`config.mk`:
```
export PLATFORM = sky130hd
export DESIGN_NAME = jmp_stage
export DESIGN_NICKNAME = d
export VERILOG_FILES = /design/src/rtl/jmp_pkg.sv /design/src/rtl/jmp_prefault.sv /design/src/rtl/jmp_stage.sv
export SDC_FILE = /design/constraint.sdc
export NUM_CORES = 2
export LEC_CHECK = 0
export BUFFER_PORTS_ARGS = -buffer_cell sky130_fd_sc_hd__buf_2
export CAP_MARGIN = 20
export CORE_UTILIZATION = 38
export DETAILED_ROUTE_END_ITERATION = 10
export PLACE_DENSITY_LB_ADDON = 0.25
export SKIP_LAST_GASP = 1
export SYNTH_ARGS = -nofsm -noshare
export SYNTH_HDL_FRONTEND = slang
export SYNTH_SLANG_ARGS = --single-unit
export TNS_END_PERCENT = 5
```
`constraint.sdc`:
```
create_clock -name CLK_SYS -period 10.8 [get_ports CLK_SYS]
set_clock_uncertainty 0.1 [all_clocks]
set_input_delay 1.08 -clock CLK_SYS [delete_from_list [all_inputs] [get_ports CLK_SYS]]
set_output_delay 1.08 -clock CLK_SYS [all_outputs]
set_load 0.02 [all_outputs]
```
`src/rtl/jmp_pkg.sv`:
```
// package: constants and types of the mechanical jam protection stage
package jmp_pkg;

	////////////////////////////////////////////////////////////////////////
	// register byte offsets
	localparam logic [7:0] OFF_CTRL      = 8'h00;
	localparam logic [7:0] OFF_STATUS    = 8'h04;
	localparam logic [7:0] OFF_IRQ_STAT  = 8'h08;
	localparam logic [7:0] OFF_IRQ_MASK  = 8'h0c;
	localparam logic [7:0] OFF_CNT_START = 8'h10;
	localparam logic [7:0] OFF_CNT_TRIP  = 8'h14;
	localparam logic [7:0] OFF_CNT_BLOCK = 8'h18;
	localparam logic [7:0] OFF_PREFAULT  = 8'h1c;
	localparam logic [7:0] OFF_TSTAMP    = 8'h20;
	// group g: threshold at OFF_GRP_BASE + 8*g, config at + 4
	localparam logic [7:0] OFF_GRP_BASE  = 8'h40;
	localparam int         NUM_GROUPS    = 8;

	////////////////////////////////////////////////////////////////////////
	// field positions
	localparam int CTRL_CHAN_LSB  = 0;
	localparam int CTRL_FORCE_LSB = 2;
	localparam int CFG_MODE_BIT   = 31;
	localparam int EVB_START      = 0;
	localparam int EVB_TRIP       = 1;
	localparam int EVB_BLOCK      = 2;
	localparam int STAT_PICKUP    = 3;
	localparam int STAT_GROUP_LSB = 4;
	localparam int STAT_RUN_BIT   = 7;

	////////////////////////////////////////////////////////////////////////
	// reset values
	localparam logic [3:0]  CTRL_RST     = 4'h0;
	localparam logic [2:0]  IRQ_MASK_RST = 3'h0;
	localparam logic [15:0] THRESH_RST   = 16'h0200;
	localparam logic [20:0] DELAY_RST    = 21'h000000;
	localparam logic        MODE_RST     = 1'b0;

	////////////////////////////////////////////////////////////////////////
	// forced status codes and channel choices
	localparam logic [1:0] FORCE_NORMAL  = 2'h0;
	localparam logic [1:0] FORCE_START   = 2'h1;
	localparam logic [1:0] FORCE_TRIP    = 2'h2;
	localparam logic [1:0] FORCE_BLOCKED = 2'h3;
	localparam logic [1:0] CHAN_ALL      = 2'h0;

	////////////////////////////////////////////////////////////////////////
	// timing
	localparam int CLK_PERIOD_NS   = 8;
	localparam int STAMP_RES_NS    = 1000000;
	localparam int MS_CYCLES       = STAMP_RES_NS / CLK_PERIOD_NS;
	localparam int SAMPLE_MS       = 5;
	localparam int PF_LAG_MS       = 20;
	localparam int PF_WIN_MS       = 20;
	localparam int PF_LAG          = PF_LAG_MS / SAMPLE_MS;
	localparam int PF_WIN          = PF_WIN_MS / SAMPLE_MS;
	localparam int PF_DEPTH        = PF_LAG + PF_WIN;
	localparam logic [22:0] RELEASE_PCT = 23'h000061;
	localparam logic [22:0] FULL_PCT    = 23'h000064;

	////////////////////////////////////////////////////////////////////////
	// types
	typedef enum logic [1:0] {
		ST_IDLE,
		ST_START,
		ST_TRIP,
		ST_BLOCK
	} jmp_state_t;

	typedef struct packed {
		logic        delayed;
		logic [20:0] delay_ms;
		logic [15:0] thresh;
	} jmp_grp_t;

	typedef struct packed {
		logic        valid;
		logic [15:0] phase_a_rms_current;
		logic [15:0] phase_b_rms_current;
		logic [15:0] phase_c_rms_current;
	} jmp_meas_t;

	typedef struct packed {
		logic        valid;
		logic [2:0]  chg;
		logic [2:0]  lvl;
		logic [31:0] stamp_ms;
	} jmp_event_t;

	typedef struct packed {
		jmp_state_t            fsm;
		logic [20:0]           timer;
		logic [31:0]           ms_div;
		logic [31:0]           tstamp;
		logic                  pickup;
		logic [2:0]            outs;
		jmp_event_t            evt;
		logic [3:0]            ctrl;
		logic [2:0]            irq_stat;
		logic [2:0]            irq_mask;
		logic [2:0][31:0]      cnt;
		logic [15:0]           prefault;
		jmp_grp_t [NUM_GROUPS-1:0] grp;
		logic                  wr_pend;
		logic [7:0]            wr_addr;
		logic [31:0]           rdata;
	} jmp_top_state_t;

	typedef struct packed {
		logic [PF_DEPTH-1:0][15:0] hist;
		logic [15:0]               avg;
	} jmp_pf_state_t;

endpackage

```
`src/rtl/jmp_prefault.sv`:
```
// module: pre-fault history averager over the 5 ms sample stream
module jmp_prefault (
	// clock and reset
	input  wire logic        clk,
	input  wire logic        rst_b,
	// samples
	input  wire logic        sample_valid,
	input  wire logic [15:0] sample,
	// result
	output logic      [15:0] avg
);

	jmp_pkg::jmp_pf_state_t q;
	jmp_pkg::jmp_pf_state_t d;
	logic [17:0]            sum;

	////////////////////////////////////////////////////////////////////////
	// lagged window average
	always_comb begin
		d   = q;
		sum = 18'h00000;
		// oldest entries only: the window ending 20 ms back
		for (int i = jmp_pkg::PF_LAG; i < jmp_pkg::PF_DEPTH; i++) begin
			sum = sum + 18'(q.hist[i]);
		end
		if (sample_valid) begin
			d.hist = {q.hist[jmp_pkg::PF_DEPTH-2:0], sample};
			d.avg  = 16'(sum / 18'(jmp_pkg::PF_WIN));
		end
	end

	always_ff @(posedge clk) begin
		if (!rst_b) begin
			q <= '0;
		end else begin
			q <= d;
		end
	end

	assign avg = q.avg;

endmodule

```
`src/rtl/jmp_stage.sv`:
```
// module: mechanical jam overcurrent stage with AHB-Lite registers
//
// Notes on behaviour
// - operate only while motor running and not starting
// - eight setting groups; one active, picked by shared select input
// - instant or definite-time delayed operating mode
// - start, trip and blocked outputs available directly
// - time-stamped event on every rise and fall of each output
// - instant mode issues start and trip in one event, same stamp
// - time stamps count milliseconds
// - separate cumulative counters for start, trip and blocked
// - three phase rms currents, one sample every 5 ms
// - capture 20 ms average ending 20 ms before start or trip
// - a setting chooses which input channel is measured
// - general settings stay put across group change or edit
// - forcing code 1..3 overrides status, only when forcing enabled
// - pick-up when any selected phase exceeds common threshold
// - release only below 97 percent of threshold
//
// The AHB-Lite register port and the register offsets are this design's own decisions.
module jmp_stage #(
	parameter int unsigned MS_TICK_CYCLES = jmp_pkg::MS_CYCLES
) (
	// clock and reset
	input  wire logic              CLK_SYS,
	input  wire logic              RST_B,
	// AHB-Lite slave
	input  wire logic              HSEL,
	input  wire logic [31:0]       HADDR,
	input  wire logic [1:0]        HTRANS,
	input  wire logic              HWRITE,
	input  wire logic [2:0]        HSIZE,
	input  wire logic [31:0]       HWDATA,
	input  wire logic              HREADY,
	output logic      [31:0]       HRDATA,
	output logic                   HREADYOUT,
	output logic                   HRESP,
	// measurement and motor status
	input  wire jmp_pkg::jmp_meas_t MEAS,
	input  wire logic              MOTOR_RUNNING,
	input  wire logic              MOTOR_STARTING,
	// blocking, group select, forcing
	input  wire logic              BLOCK_IN,
	input  wire logic [2:0]        GROUP_SEL,
	input  wire logic              FORCE_ENABLE,
	// stage outputs
	output logic                   START_OUT,
	output logic                   TRIP_OUT,
	output logic                   BLOCKED_OUT,
	// event stream and interrupt
	output jmp_pkg::jmp_event_t    EVT,
	output logic                   IRQ
);

	jmp_pkg::jmp_top_state_t q;
	jmp_pkg::jmp_top_state_t d;

	logic [2:0][15:0] cur;
	logic [2:0]       over_set;
	logic [2:0]       above_rel;
	logic [2:0]       chan_mask;
	logic [15:0]      sel_mag;
	logic [15:0]      pf_avg;
	jmp_pkg::jmp_grp_t act;
	logic             run_ok;
	logic             tick;
	logic             addr_ok;
	logic [2:0]       raw_out;
	logic [2:0]       rise;
	logic [2:0]       w1c;
	logic [2:0]       gidx;

	////////////////////////////////////////////////////////////////////////
	// per-phase comparators

	assign cur[0] = MEAS.phase_a_rms_current;
	assign cur[1] = MEAS.phase_b_rms_current;
	assign cur[2] = MEAS.phase_c_rms_current;

	assign act = q.grp[GROUP_SEL];

	always_comb begin
		case (q.ctrl[jmp_pkg::CTRL_CHAN_LSB +: 2])
			2'h1:    chan_mask = 3'h1;
			2'h2:    chan_mask = 3'h2;
			2'h3:    chan_mask = 3'h4;
			default: chan_mask = 3'h7;
		endcase
	end

	for (genvar i = 0; i < 3; i++) begin : g_phase
		assign over_set[i]  = cur[i] > act.thresh;
		// 97 percent release, cross-multiplied to avoid a divider
		assign above_rel[i] = (23'(cur[i]) * jmp_pkg::FULL_PCT) >=
		                      (23'(act.thresh) * jmp_pkg::RELEASE_PCT);
	end

	// largest selected phase feeds the pre-fault history
	always_comb begin
		sel_mag = 16'h0000;
		for (int i = 0; i < 3; i++) begin
			if (chan_mask[i] && cur[i] > sel_mag) begin
				sel_mag = cur[i];
			end
		end
	end

	jmp_prefault u_prefault (
		.clk          (CLK_SYS),
		.rst_b        (RST_B),
		.sample_valid (MEAS.valid),
		.sample       (sel_mag),
		.avg          (pf_avg)
	);

	assign run_ok  = MOTOR_RUNNING && !MOTOR_STARTING;
	assign tick    = q.ms_div == 32'(MS_TICK_CYCLES - 1);
	assign addr_ok = HSEL && HREADY && HTRANS[1];
	assign gidx    = q.wr_addr[5:3];

	////////////////////////////////////////////////////////////////////////
	// register read mux, evaluated in the address phase
	function automatic logic [31:0] rd_mux(
		input jmp_pkg::jmp_top_state_t s,
		input logic [7:0]              a,
		input logic [2:0]              grp_sel
	);
		logic [31:0] r;
		r = 32'h00000000;
		if (a >= jmp_pkg::OFF_GRP_BASE && a[1:0] == 2'h0) begin
			if (a[2]) begin
				r[jmp_pkg::CFG_MODE_BIT] = s.grp[a[5:3]].delayed;
				r[20:0]                  = s.grp[a[5:3]].delay_ms;
			end else begin
				r[15:0] = s.grp[a[5:3]].thresh;
			end
		end else begin
			case (a)
				jmp_pkg::OFF_CTRL:      r[3:0]  = s.ctrl;
				jmp_pkg::OFF_STATUS: begin
					r[2:0]                     = s.outs;
					r[jmp_pkg::STAT_PICKUP]    = s.pickup;
					r[jmp_pkg::STAT_GROUP_LSB +: 3] = grp_sel;
					r[jmp_pkg::STAT_RUN_BIT]   = s.fsm != jmp_pkg::ST_IDLE;
				end
				jmp_pkg::OFF_IRQ_STAT:  r[2:0]  = s.irq_stat;
				jmp_pkg::OFF_IRQ_MASK:  r[2:0]  = s.irq_mask;
				jmp_pkg::OFF_CNT_START: r       = s.cnt[jmp_pkg::EVB_START];
				jmp_pkg::OFF_CNT_TRIP:  r       = s.cnt[jmp_pkg::EVB_TRIP];
				jmp_pkg::OFF_CNT_BLOCK: r       = s.cnt[jmp_pkg::EVB_BLOCK];
				jmp_pkg::OFF_PREFAULT:  r[15:0] = s.prefault;
				jmp_pkg::OFF_TSTAMP:    r       = s.tstamp;
				default:                r       = 32'h00000000;
			endcase
		end
		return r;
	endfunction

	////////////////////////////////////////////////////////////////////////
	// next state
	always_comb begin
		d       = q;
		raw_out = 3'h0;
		rise    = 3'h0;
		w1c     = 3'h0;

		d.ms_div = tick ? 32'h00000000 : q.ms_div + 32'h00000001;
		if (tick) begin
			d.tstamp = q.tstamp + 32'h00000001;
		end

		// pick-up with hysteresis, on each fresh sample
		if (MEAS.valid) begin
			if (q.pickup) begin
				d.pickup = run_ok && |(above_rel & chan_mask);
			end else begin
				d.pickup = run_ok && |(over_set & chan_mask);
			end
		end

		// blocking is looked at once per sample, like the program cycle
		case (q.fsm)
			jmp_pkg::ST_IDLE: begin
				if (MEAS.valid && d.pickup) begin
					d.timer = 21'h000000;
					if (BLOCK_IN) begin
						d.fsm = jmp_pkg::ST_BLOCK;
					end else if (!act.delayed) begin
						d.fsm = jmp_pkg::ST_TRIP;
					end else begin
						d.fsm = jmp_pkg::ST_START;
					end
				end
			end
			jmp_pkg::ST_START: begin
				if (MEAS.valid && !d.pickup) begin
					d.fsm = jmp_pkg::ST_IDLE;
				end else if (MEAS.valid && BLOCK_IN) begin
					d.fsm = jmp_pkg::ST_BLOCK;
				end else if (q.timer >= act.delay_ms) begin
					d.fsm = jmp_pkg::ST_TRIP;
				end else if (tick) begin
					d.timer = q.timer + 21'h000001;
				end
			end
			jmp_pkg::ST_TRIP: begin
				if (MEAS.valid && !d.pickup) begin
					d.fsm = jmp_pkg::ST_IDLE;
				end else if (MEAS.valid && BLOCK_IN) begin
					d.fsm = jmp_pkg::ST_BLOCK;
				end
			end
			jmp_pkg::ST_BLOCK: begin
				if (MEAS.valid && (!d.pickup || !BLOCK_IN)) begin
					d.fsm = jmp_pkg::ST_IDLE;
				end
			end
			default: d.fsm = jmp_pkg::ST_IDLE;
		endcase

		raw_out[jmp_pkg::EVB_START] = d.fsm == jmp_pkg::ST_START ||
		                              d.fsm == jmp_pkg::ST_TRIP;
		raw_out[jmp_pkg::EVB_TRIP]  = d.fsm == jmp_pkg::ST_TRIP;
		raw_out[jmp_pkg::EVB_BLOCK] = d.fsm == jmp_pkg::ST_BLOCK;

		// forced status overrides only under global enable
		if (FORCE_ENABLE) begin
			case (q.ctrl[jmp_pkg::CTRL_FORCE_LSB +: 2])
				jmp_pkg::FORCE_START:   d.outs = 3'h1;
				jmp_pkg::FORCE_TRIP:    d.outs = 3'h3;
				jmp_pkg::FORCE_BLOCKED: d.outs = 3'h4;
				default:                d.outs = raw_out;
			endcase
		end else begin
			d.outs = raw_out;
		end
		rise = d.outs & ~q.outs;

		// one event word per change, all changed bits share a stamp
		d.evt.valid    = |(d.outs ^ q.outs);
		d.evt.chg      = d.outs ^ q.outs;
		d.evt.lvl      = d.outs;
		d.evt.stamp_ms = q.tstamp;

		for (int i = 0; i < 3; i++) begin
			if (rise[i]) begin
				d.cnt[i] = q.cnt[i] + 32'h00000001;
			end
		end

		// pre-fault value latched at start or trip
		if (rise[jmp_pkg::EVB_START] || rise[jmp_pkg::EVB_TRIP]) begin
			d.prefault = pf_avg;
		end

		// bus: address phase
		d.wr_pend = addr_ok && HWRITE;
		if (addr_ok) begin
			d.wr_addr = HADDR[7:0];
			if (!HWRITE) begin
				d.rdata = rd_mux(q, HADDR[7:0], GROUP_SEL);
			end
		end

		// bus: data phase writes
		if (q.wr_pend) begin
			if (q.wr_addr >= jmp_pkg::OFF_GRP_BASE &&
			    q.wr_addr[1:0] == 2'h0) begin
				// group edits never touch general control
				if (q.wr_addr[2]) begin
					d.grp[gidx].delayed  = HWDATA[jmp_pkg::CFG_MODE_BIT];
					d.grp[gidx].delay_ms = HWDATA[20:0];
				end else begin
					d.grp[gidx].thresh = HWDATA[15:0];
				end
			end else begin
				case (q.wr_addr)
					jmp_pkg::OFF_CTRL:     d.ctrl     = HWDATA[3:0];
					jmp_pkg::OFF_IRQ_STAT: w1c        = HWDATA[2:0];
					jmp_pkg::OFF_IRQ_MASK: d.irq_mask = HWDATA[2:0];
					default:               d.ctrl     = q.ctrl;
				endcase
			end
		end

		// a new event wins over a clear in the same cycle
		d.irq_stat = (q.irq_stat & ~w1c) | rise;
	end

	////////////////////////////////////////////////////////////////////////
	// state register
	always_ff @(posedge CLK_SYS) begin
		if (!RST_B) begin
			q          <= '0;
			q.fsm      <= jmp_pkg::ST_IDLE;
			q.ctrl     <= jmp_pkg::CTRL_RST;
			q.irq_mask <= jmp_pkg::IRQ_MASK_RST;
			for (int g = 0; g < jmp_pkg::NUM_GROUPS; g++) begin
				q.grp[g].thresh   <= jmp_pkg::THRESH_RST;
				q.grp[g].delay_ms <= jmp_pkg::DELAY_RST;
				q.grp[g].delayed  <= jmp_pkg::MODE_RST;
			end
		end else begin
			q <= d;
		end
	end

	////////////////////////////////////////////////////////////////////////
	// outputs
	assign HRDATA      = q.rdata;
	// zero wait states keep the slave simple; every access is OKAY
	assign HREADYOUT   = 1'b1;
	assign HRESP       = 1'b0;
	assign START_OUT   = q.outs[jmp_pkg::EVB_START];
	assign TRIP_OUT    = q.outs[jmp_pkg::EVB_TRIP];
	assign BLOCKED_OUT = q.outs[jmp_pkg::EVB_BLOCK];
	assign EVT         = q.evt;
	assign IRQ         = |(q.irq_stat & q.irq_mask);

endmodule

```
# Word level (Yosys, flattened, before mapping)

Index checks and enable logic that the tools add are counted.

Bits in registers: 738
Word-level logic and storage cells: 211
Bits of input ports: 130

$lt $le $gt $ge: 16
Mux-type cells: 51
Reductions and logical operators: 39
Multiply operators: 4
$add $sub $neg: 9
Equal/unequal tests: 28
Bitwise logic cells: 12

Operators by type and width:

| cell                                                                  | number |
|---|---|
| 304-bit bitwise mux                                                   | 3 |
| 38-bit demux with 3-bit select                                        | 3 |
| 304-bit two-way mux                                                   | 1 |
| 38-bit binary-select mux with 3-bit select                            | 2 |
| 32-bit by 1-bit adder with 32-bit output (second input constant)      | 5 |
| 38-bit two-way mux                                                    | 3 |
| 21-bit two-way mux                                                    | 5 |
| 16-bit > comparator                                                   | 5 |
| 16-bit two-way mux                                                    | 5 |
| 23-bit >= comparator                                                  | 3 |
| 16-bit one-hot mux with 4 select lines                                | 1 |
| 16-bit by 5-bit multiplier with 21-bit output (second input constant) | 3 |
| 21-bit one-hot mux with 2 select lines                                | 1 |
| 8-bit one-hot mux with 5 select lines                                 | 1 |
| 37-bit two-way mux                                                    | 1 |
| 18-bit by 16-bit adder with 18-bit output                             | 2 |
| 32-bit by 17-bit == test with 1-bit output (second input constant)    | 1 |
| 8-bit by 4-bit == test with 1-bit output (second input constant)      | 4 |
| 8-bit by 5-bit == test with 1-bit output (second input constant)      | 4 |
| 3-bit one-hot mux with 9 select lines                                 | 1 |
| 4-bit one-hot mux with 6 select lines                                 | 1 |
| 16-bit by 7-bit multiplier with 23-bit output (second input constant) | 1 |
| 23-bit two-way mux                                                    | 1 |
| 21-bit by 1-bit adder with 21-bit output (second input constant)      | 1 |
| 35 further kinds                                                      | 101 |

# Logic depth before layout (Yosys ltp)

Word-level depth: 20
Depth in mapped cells: 45

# Hierarchy

Synthesis repeated with hierarchy kept, for this count alone.

Cell total of the unflattened synthesis: 5242
Area total of the unflattened synthesis: 46001.6 µm²

Modules (own cells, without submodules):

| module       | seq. area each (µm²) | area an instance (µm²) | cells each | times used |
|---|---|---|---|---|
| jmp_stage    | 11891.4              | 38894.8                | 4549       | 1 |
| jmp_prefault | 2882.8               | 7106.8                 | 693        | 1 |

# Worst setup path before layout

OpenSTA, ideal clock, no wires.

Path type: input to register
Start: input GROUP_SEL[0]
End: register q[390] in the netlist's numbering
Setup slack: -0.559 ns
Library setup time: 0.128 ns
Arrival: 11.132 ns
Required time: 10.572 ns
Cell stages on the path: 43
Cells stage by stage: clkbuf_1 clkbuf_1 buf_1 mux4_2 mux2i_1 inv_1 ha_1 ha_1 ha_1 fa_1 ha_1 o21a_1 a2111oi_0 o21a_1 nor2_1 and2_1 o21a_1 o31ai_1 (+7 left out) a311o_1 or3_1 o21ai_0 a21oi_1 ha_1 mux2i_1 ha_1 clkbuf_1 and3_1 and4_1 and2_1 nand2b_1 nor2_1 and3_1 clkbuf_1 nand4_1 xor2_1 nor2_1

RTL lines:

| what            | line            | source |
|---|---|---|
| start, declared | jmp_stage.sv:44 | `input wire logic [2:0] GROUP_SEL,` |
| end, declared   | jmp_stage.sv:55 | `jmp_pkg::jmp_top_state_t q;` |

==> impl_metrics.ini <==
[status]
status = complete, no violations

[synthesis]
ys_seq_area_share_pct = 31.96
ys_warn_count = 0
synth_edf_count = 0
synth_cell_types = 79
synth-seq-cells = 738
avgSynthCellArea_um2 = 8.676
synth_cells = 5329
netlist_area_um2 = 46230
async_flop_share_pct = 0
synth_ff_type = dfxtp_1
syn_nets = 5951

[finish]
drive_gt1_share_pct = 11.80
final_cell_mix = nand2_1, dfxtp_1, a21oi_1
final_area_um2 = 51190
nets = 5910
fin_util_pct = 42.56
syn2layout_area_growth_pct = 10.73
final_common_cell = nand2_1

[floorplanning]
initial_core_util_pct = 38.43
rows = 127
boundaryPins = 207
die_area_um2 = 123100
die_h_um = 350.8
die_w_um = 350.8
coreArea_um2 = 120300

[drt]
drt_iter0_drc = 3114
drcViolationCount = 0
final_antenna_net_count = 0
vias = 38360
finalWirelength_um = 141100
via_per_inst = 5.500
firstDrtPassIters = 6
wl_per_cell_um = 20.23

[timing]
hold_viol = 0
period_minus_slack_ps = 10230
hold-worst-slack_ps = 345.9
grt_setup_unrepaired = false
maxSlewViolCount = 0
worstMarginPinSlew_ps = 1136
post-route-period-util_pct = 94.69
slew_headroom_pct = 24.15
setup_viol = 0
fmax_mhz = 97.78

[power]
leakage_nw = 20.97
internal-power_mw = 5.053
clkPwrFrac_pct = 42.2
p_seq_share_pct = 39.0
combinationalPowerShare_pct = 18.8
peakVddDrop_mv = 0.1271
powerDensity_nw_per_um2 = 138.5
switching_share_pct = 28.73
power.switching_mw = 2.037

[setup_path]
cp_common_cell = ha_1
start_kind = input pin
r2r_slack_ps = 970
cpPeakStageDelay_ps = 520
arrival_ps = 10620
r2r_cells = 38
r2r_start = q[159]$_SDFFE_PN0P_
crit_fanout = 13
worst_setup_path_end_kind = register
crit_type = input pin to register
cp_slowest_cell = mux4_2
cp.required_ps = 11200
r2r-end = q[390]$_SDFFE_PN0P_

[place]
placed_area_um2 = 48240
io_buffers = 166
hpwl_um = 100600
gp_congestion = 0.9135

[min_path]
min_to = q[542]$_SDFF_PP0_
hold_depth = 1
hp-start = q[542]$_SDFF_PP0_
hold_class = register to register

[clocking]
holdBufCountCts = 0
cts_num_sinks = 738
post_cts_buffers = 0
cts_resized = 0
root_buffer = clkbuf_16
numCtsBuffers = 83
clk_pin_slew_ps = 60
cts_tree = built
htreeDepth = 3
clk_latency_ps = 660
clock_path_buffers = 3

[global_routing]
first_global_vias = 36230
overflow = 0
grt_max_degree = 158
track_usage_pct = 22.58
antenna_found_initial = 11
grt_pass1_wl_um = 215500

[job]
drv_cap = 0
==> layer usage <==
metal | vias up | routed length [um] | share of wire (%) | GRT usage (%)
met5 | - | 11 | 0.0078 | 0
met1 | 18540 | 64360 | 46 | 31.59
met3 | 184 | 9368 | 6.6 | 3.273
li1 | 18500 | - | - | -
met4 | 2 | 3809 | 2.7 | 6.568
met2 | 1134 | 63520 | 45 | 35.90
==> flip-flops by register name (all words and copies together) (netlist names) <==
name / flops
EVT: 39
u_prefault.avg: 16
q: 488
d: 32
gidx: 3
HRDATA: 32
u_prefault.q: 128
==> worst max-delay path, delay by kind of cell <==
family	cells	cell delay (ps)
compound gates	10	2280
mux	3	980
xor+xnor	1	150
buf+inv	6	840
fa+ha+maj	8	2520
simple gates	14	2750
==> kinds of logic after synthesis <==
kind of cell	Yosys count	synth area share (%)
AND/OR/NAND/NOR	1804	17.17
multiplexers	367	12.62
buffers and inverters	698	6.311
AO/OA/AOI/OAI	1021	13.70
other	2	0.01624
adder cells (fa/ha/maj)	495	14.32
flip-flops	738	31.96
XOR/XNOR	204	3.905
==> worst max path at each step <==
stage | startpoint | to | slack (ps) | depth (start not counted)
2_1_floorplan | GROUP_SEL[0] | q[390]$_SDFFE_PN0P_ | 40 | 43
3_3_place_gp | GROUP_SEL[0] | q[390]$_SDFFE_PN0P_ | 60 | 42
3_5_place_dp | GROUP_SEL[0] | q[390]$_SDFFE_PN0P_ | -60 | 42
4_1_cts | GROUP_SEL[0] | q[390]$_SDFFE_PN0P_ | 590 | 39
5_1_grt | GROUP_SEL[0] | q[386]$_SDFFE_PN0P_ | 20 | 39
6_report | GROUP_SEL[0] | q[390]$_SDFFE_PN0P_ | 570 | 42
==> area by class of cell <==
| cell class | count | area (um^2) |
|---|---|---|
| Fill cell | 11900 | 69100 |
| Multi-Input combinational cell | 3893 | 28690 |
| Sequential cell | 738 | 14770 |
| Clock buffer | 128 | 2550 |
| Tap cell | 1612 | 2017 |
| Timing Repair Buffer | 253 | 1594 |
| Inverter | 319 | 1205 |
| Clock inverter | 26 | 350.3 |
| Antenna cell | 5 | 12.51 |
==> power groups by stage <==
stage	combinational (mW)	sequential (mW)	clock (mW)
finish	1.33	2.77	2.99
global route	1.47	2.77	3.14
CTS	1.32	2.77	3.04
detailed placement	1.31	2.83	0
global placement	1.29	2.83	0
floorplan	0.947	2.82	0
==> cell usage after synthesis (8+ instances only) <==
cell type	n	area, um^2
nand2_1	868	3258
dfxtp_1	738	14770
a21oi_1	464	2322
ha_1	434	5430
nor2_1	421	1580
inv_1	317	1190
clkbuf_1	269	1010
mux2i_1	170	1702
mux4_2	170	3829
o21ai_0	148	740.7
xor2_1	134	1174
nand3_1	117	585.6
and3_1	84	525.5
buf_4	73	548.0
xnor2_1	69	604.3
a21o_1	60	450.4
fa_1	58	1161
nor3_1	55	275.3
and2_1	53	331.6
nand4_1	53	331.6
o21a_1	45	337.8
a22oi_1	44	330.3
a31oi_1	42	262.8
a41oi_1	35	306.5
or3_1	32	200.2
nor2b_1	30	187.7
buf_1	28	105.1
mux2_2	27	304.0
nand2b_1	27	168.9
nor4_1	20	125.1
o2111ai_1	20	175.2
o21bai_1	17	127.6
and4_1	16	140.1
o211ai_1	15	112.6
o31ai_1	15	112.6
a211oi_1	14	105.1
a222oi_1	13	130.1
a221oi_1	11	96.34
a2111oi_0	8	70.07
o41ai_1	8	70.07
or2_2	8	50.05
==> per-stage QoR <==
step,cells,setup TNS [ps],power (mW),setup WS (ps)
after floorplan,5329,0,3.766,39.27
after global placement,6811,0,4.117,59.93
after detailed placement,6813,-66.35,4.140,-55.80
after CTS,6967,0,7.126,586.4
after global routing,6971,0,7.383,17.61
final,6974,0,7.090,573.4
No activity file was read; power rests on OpenSTA's default activity.
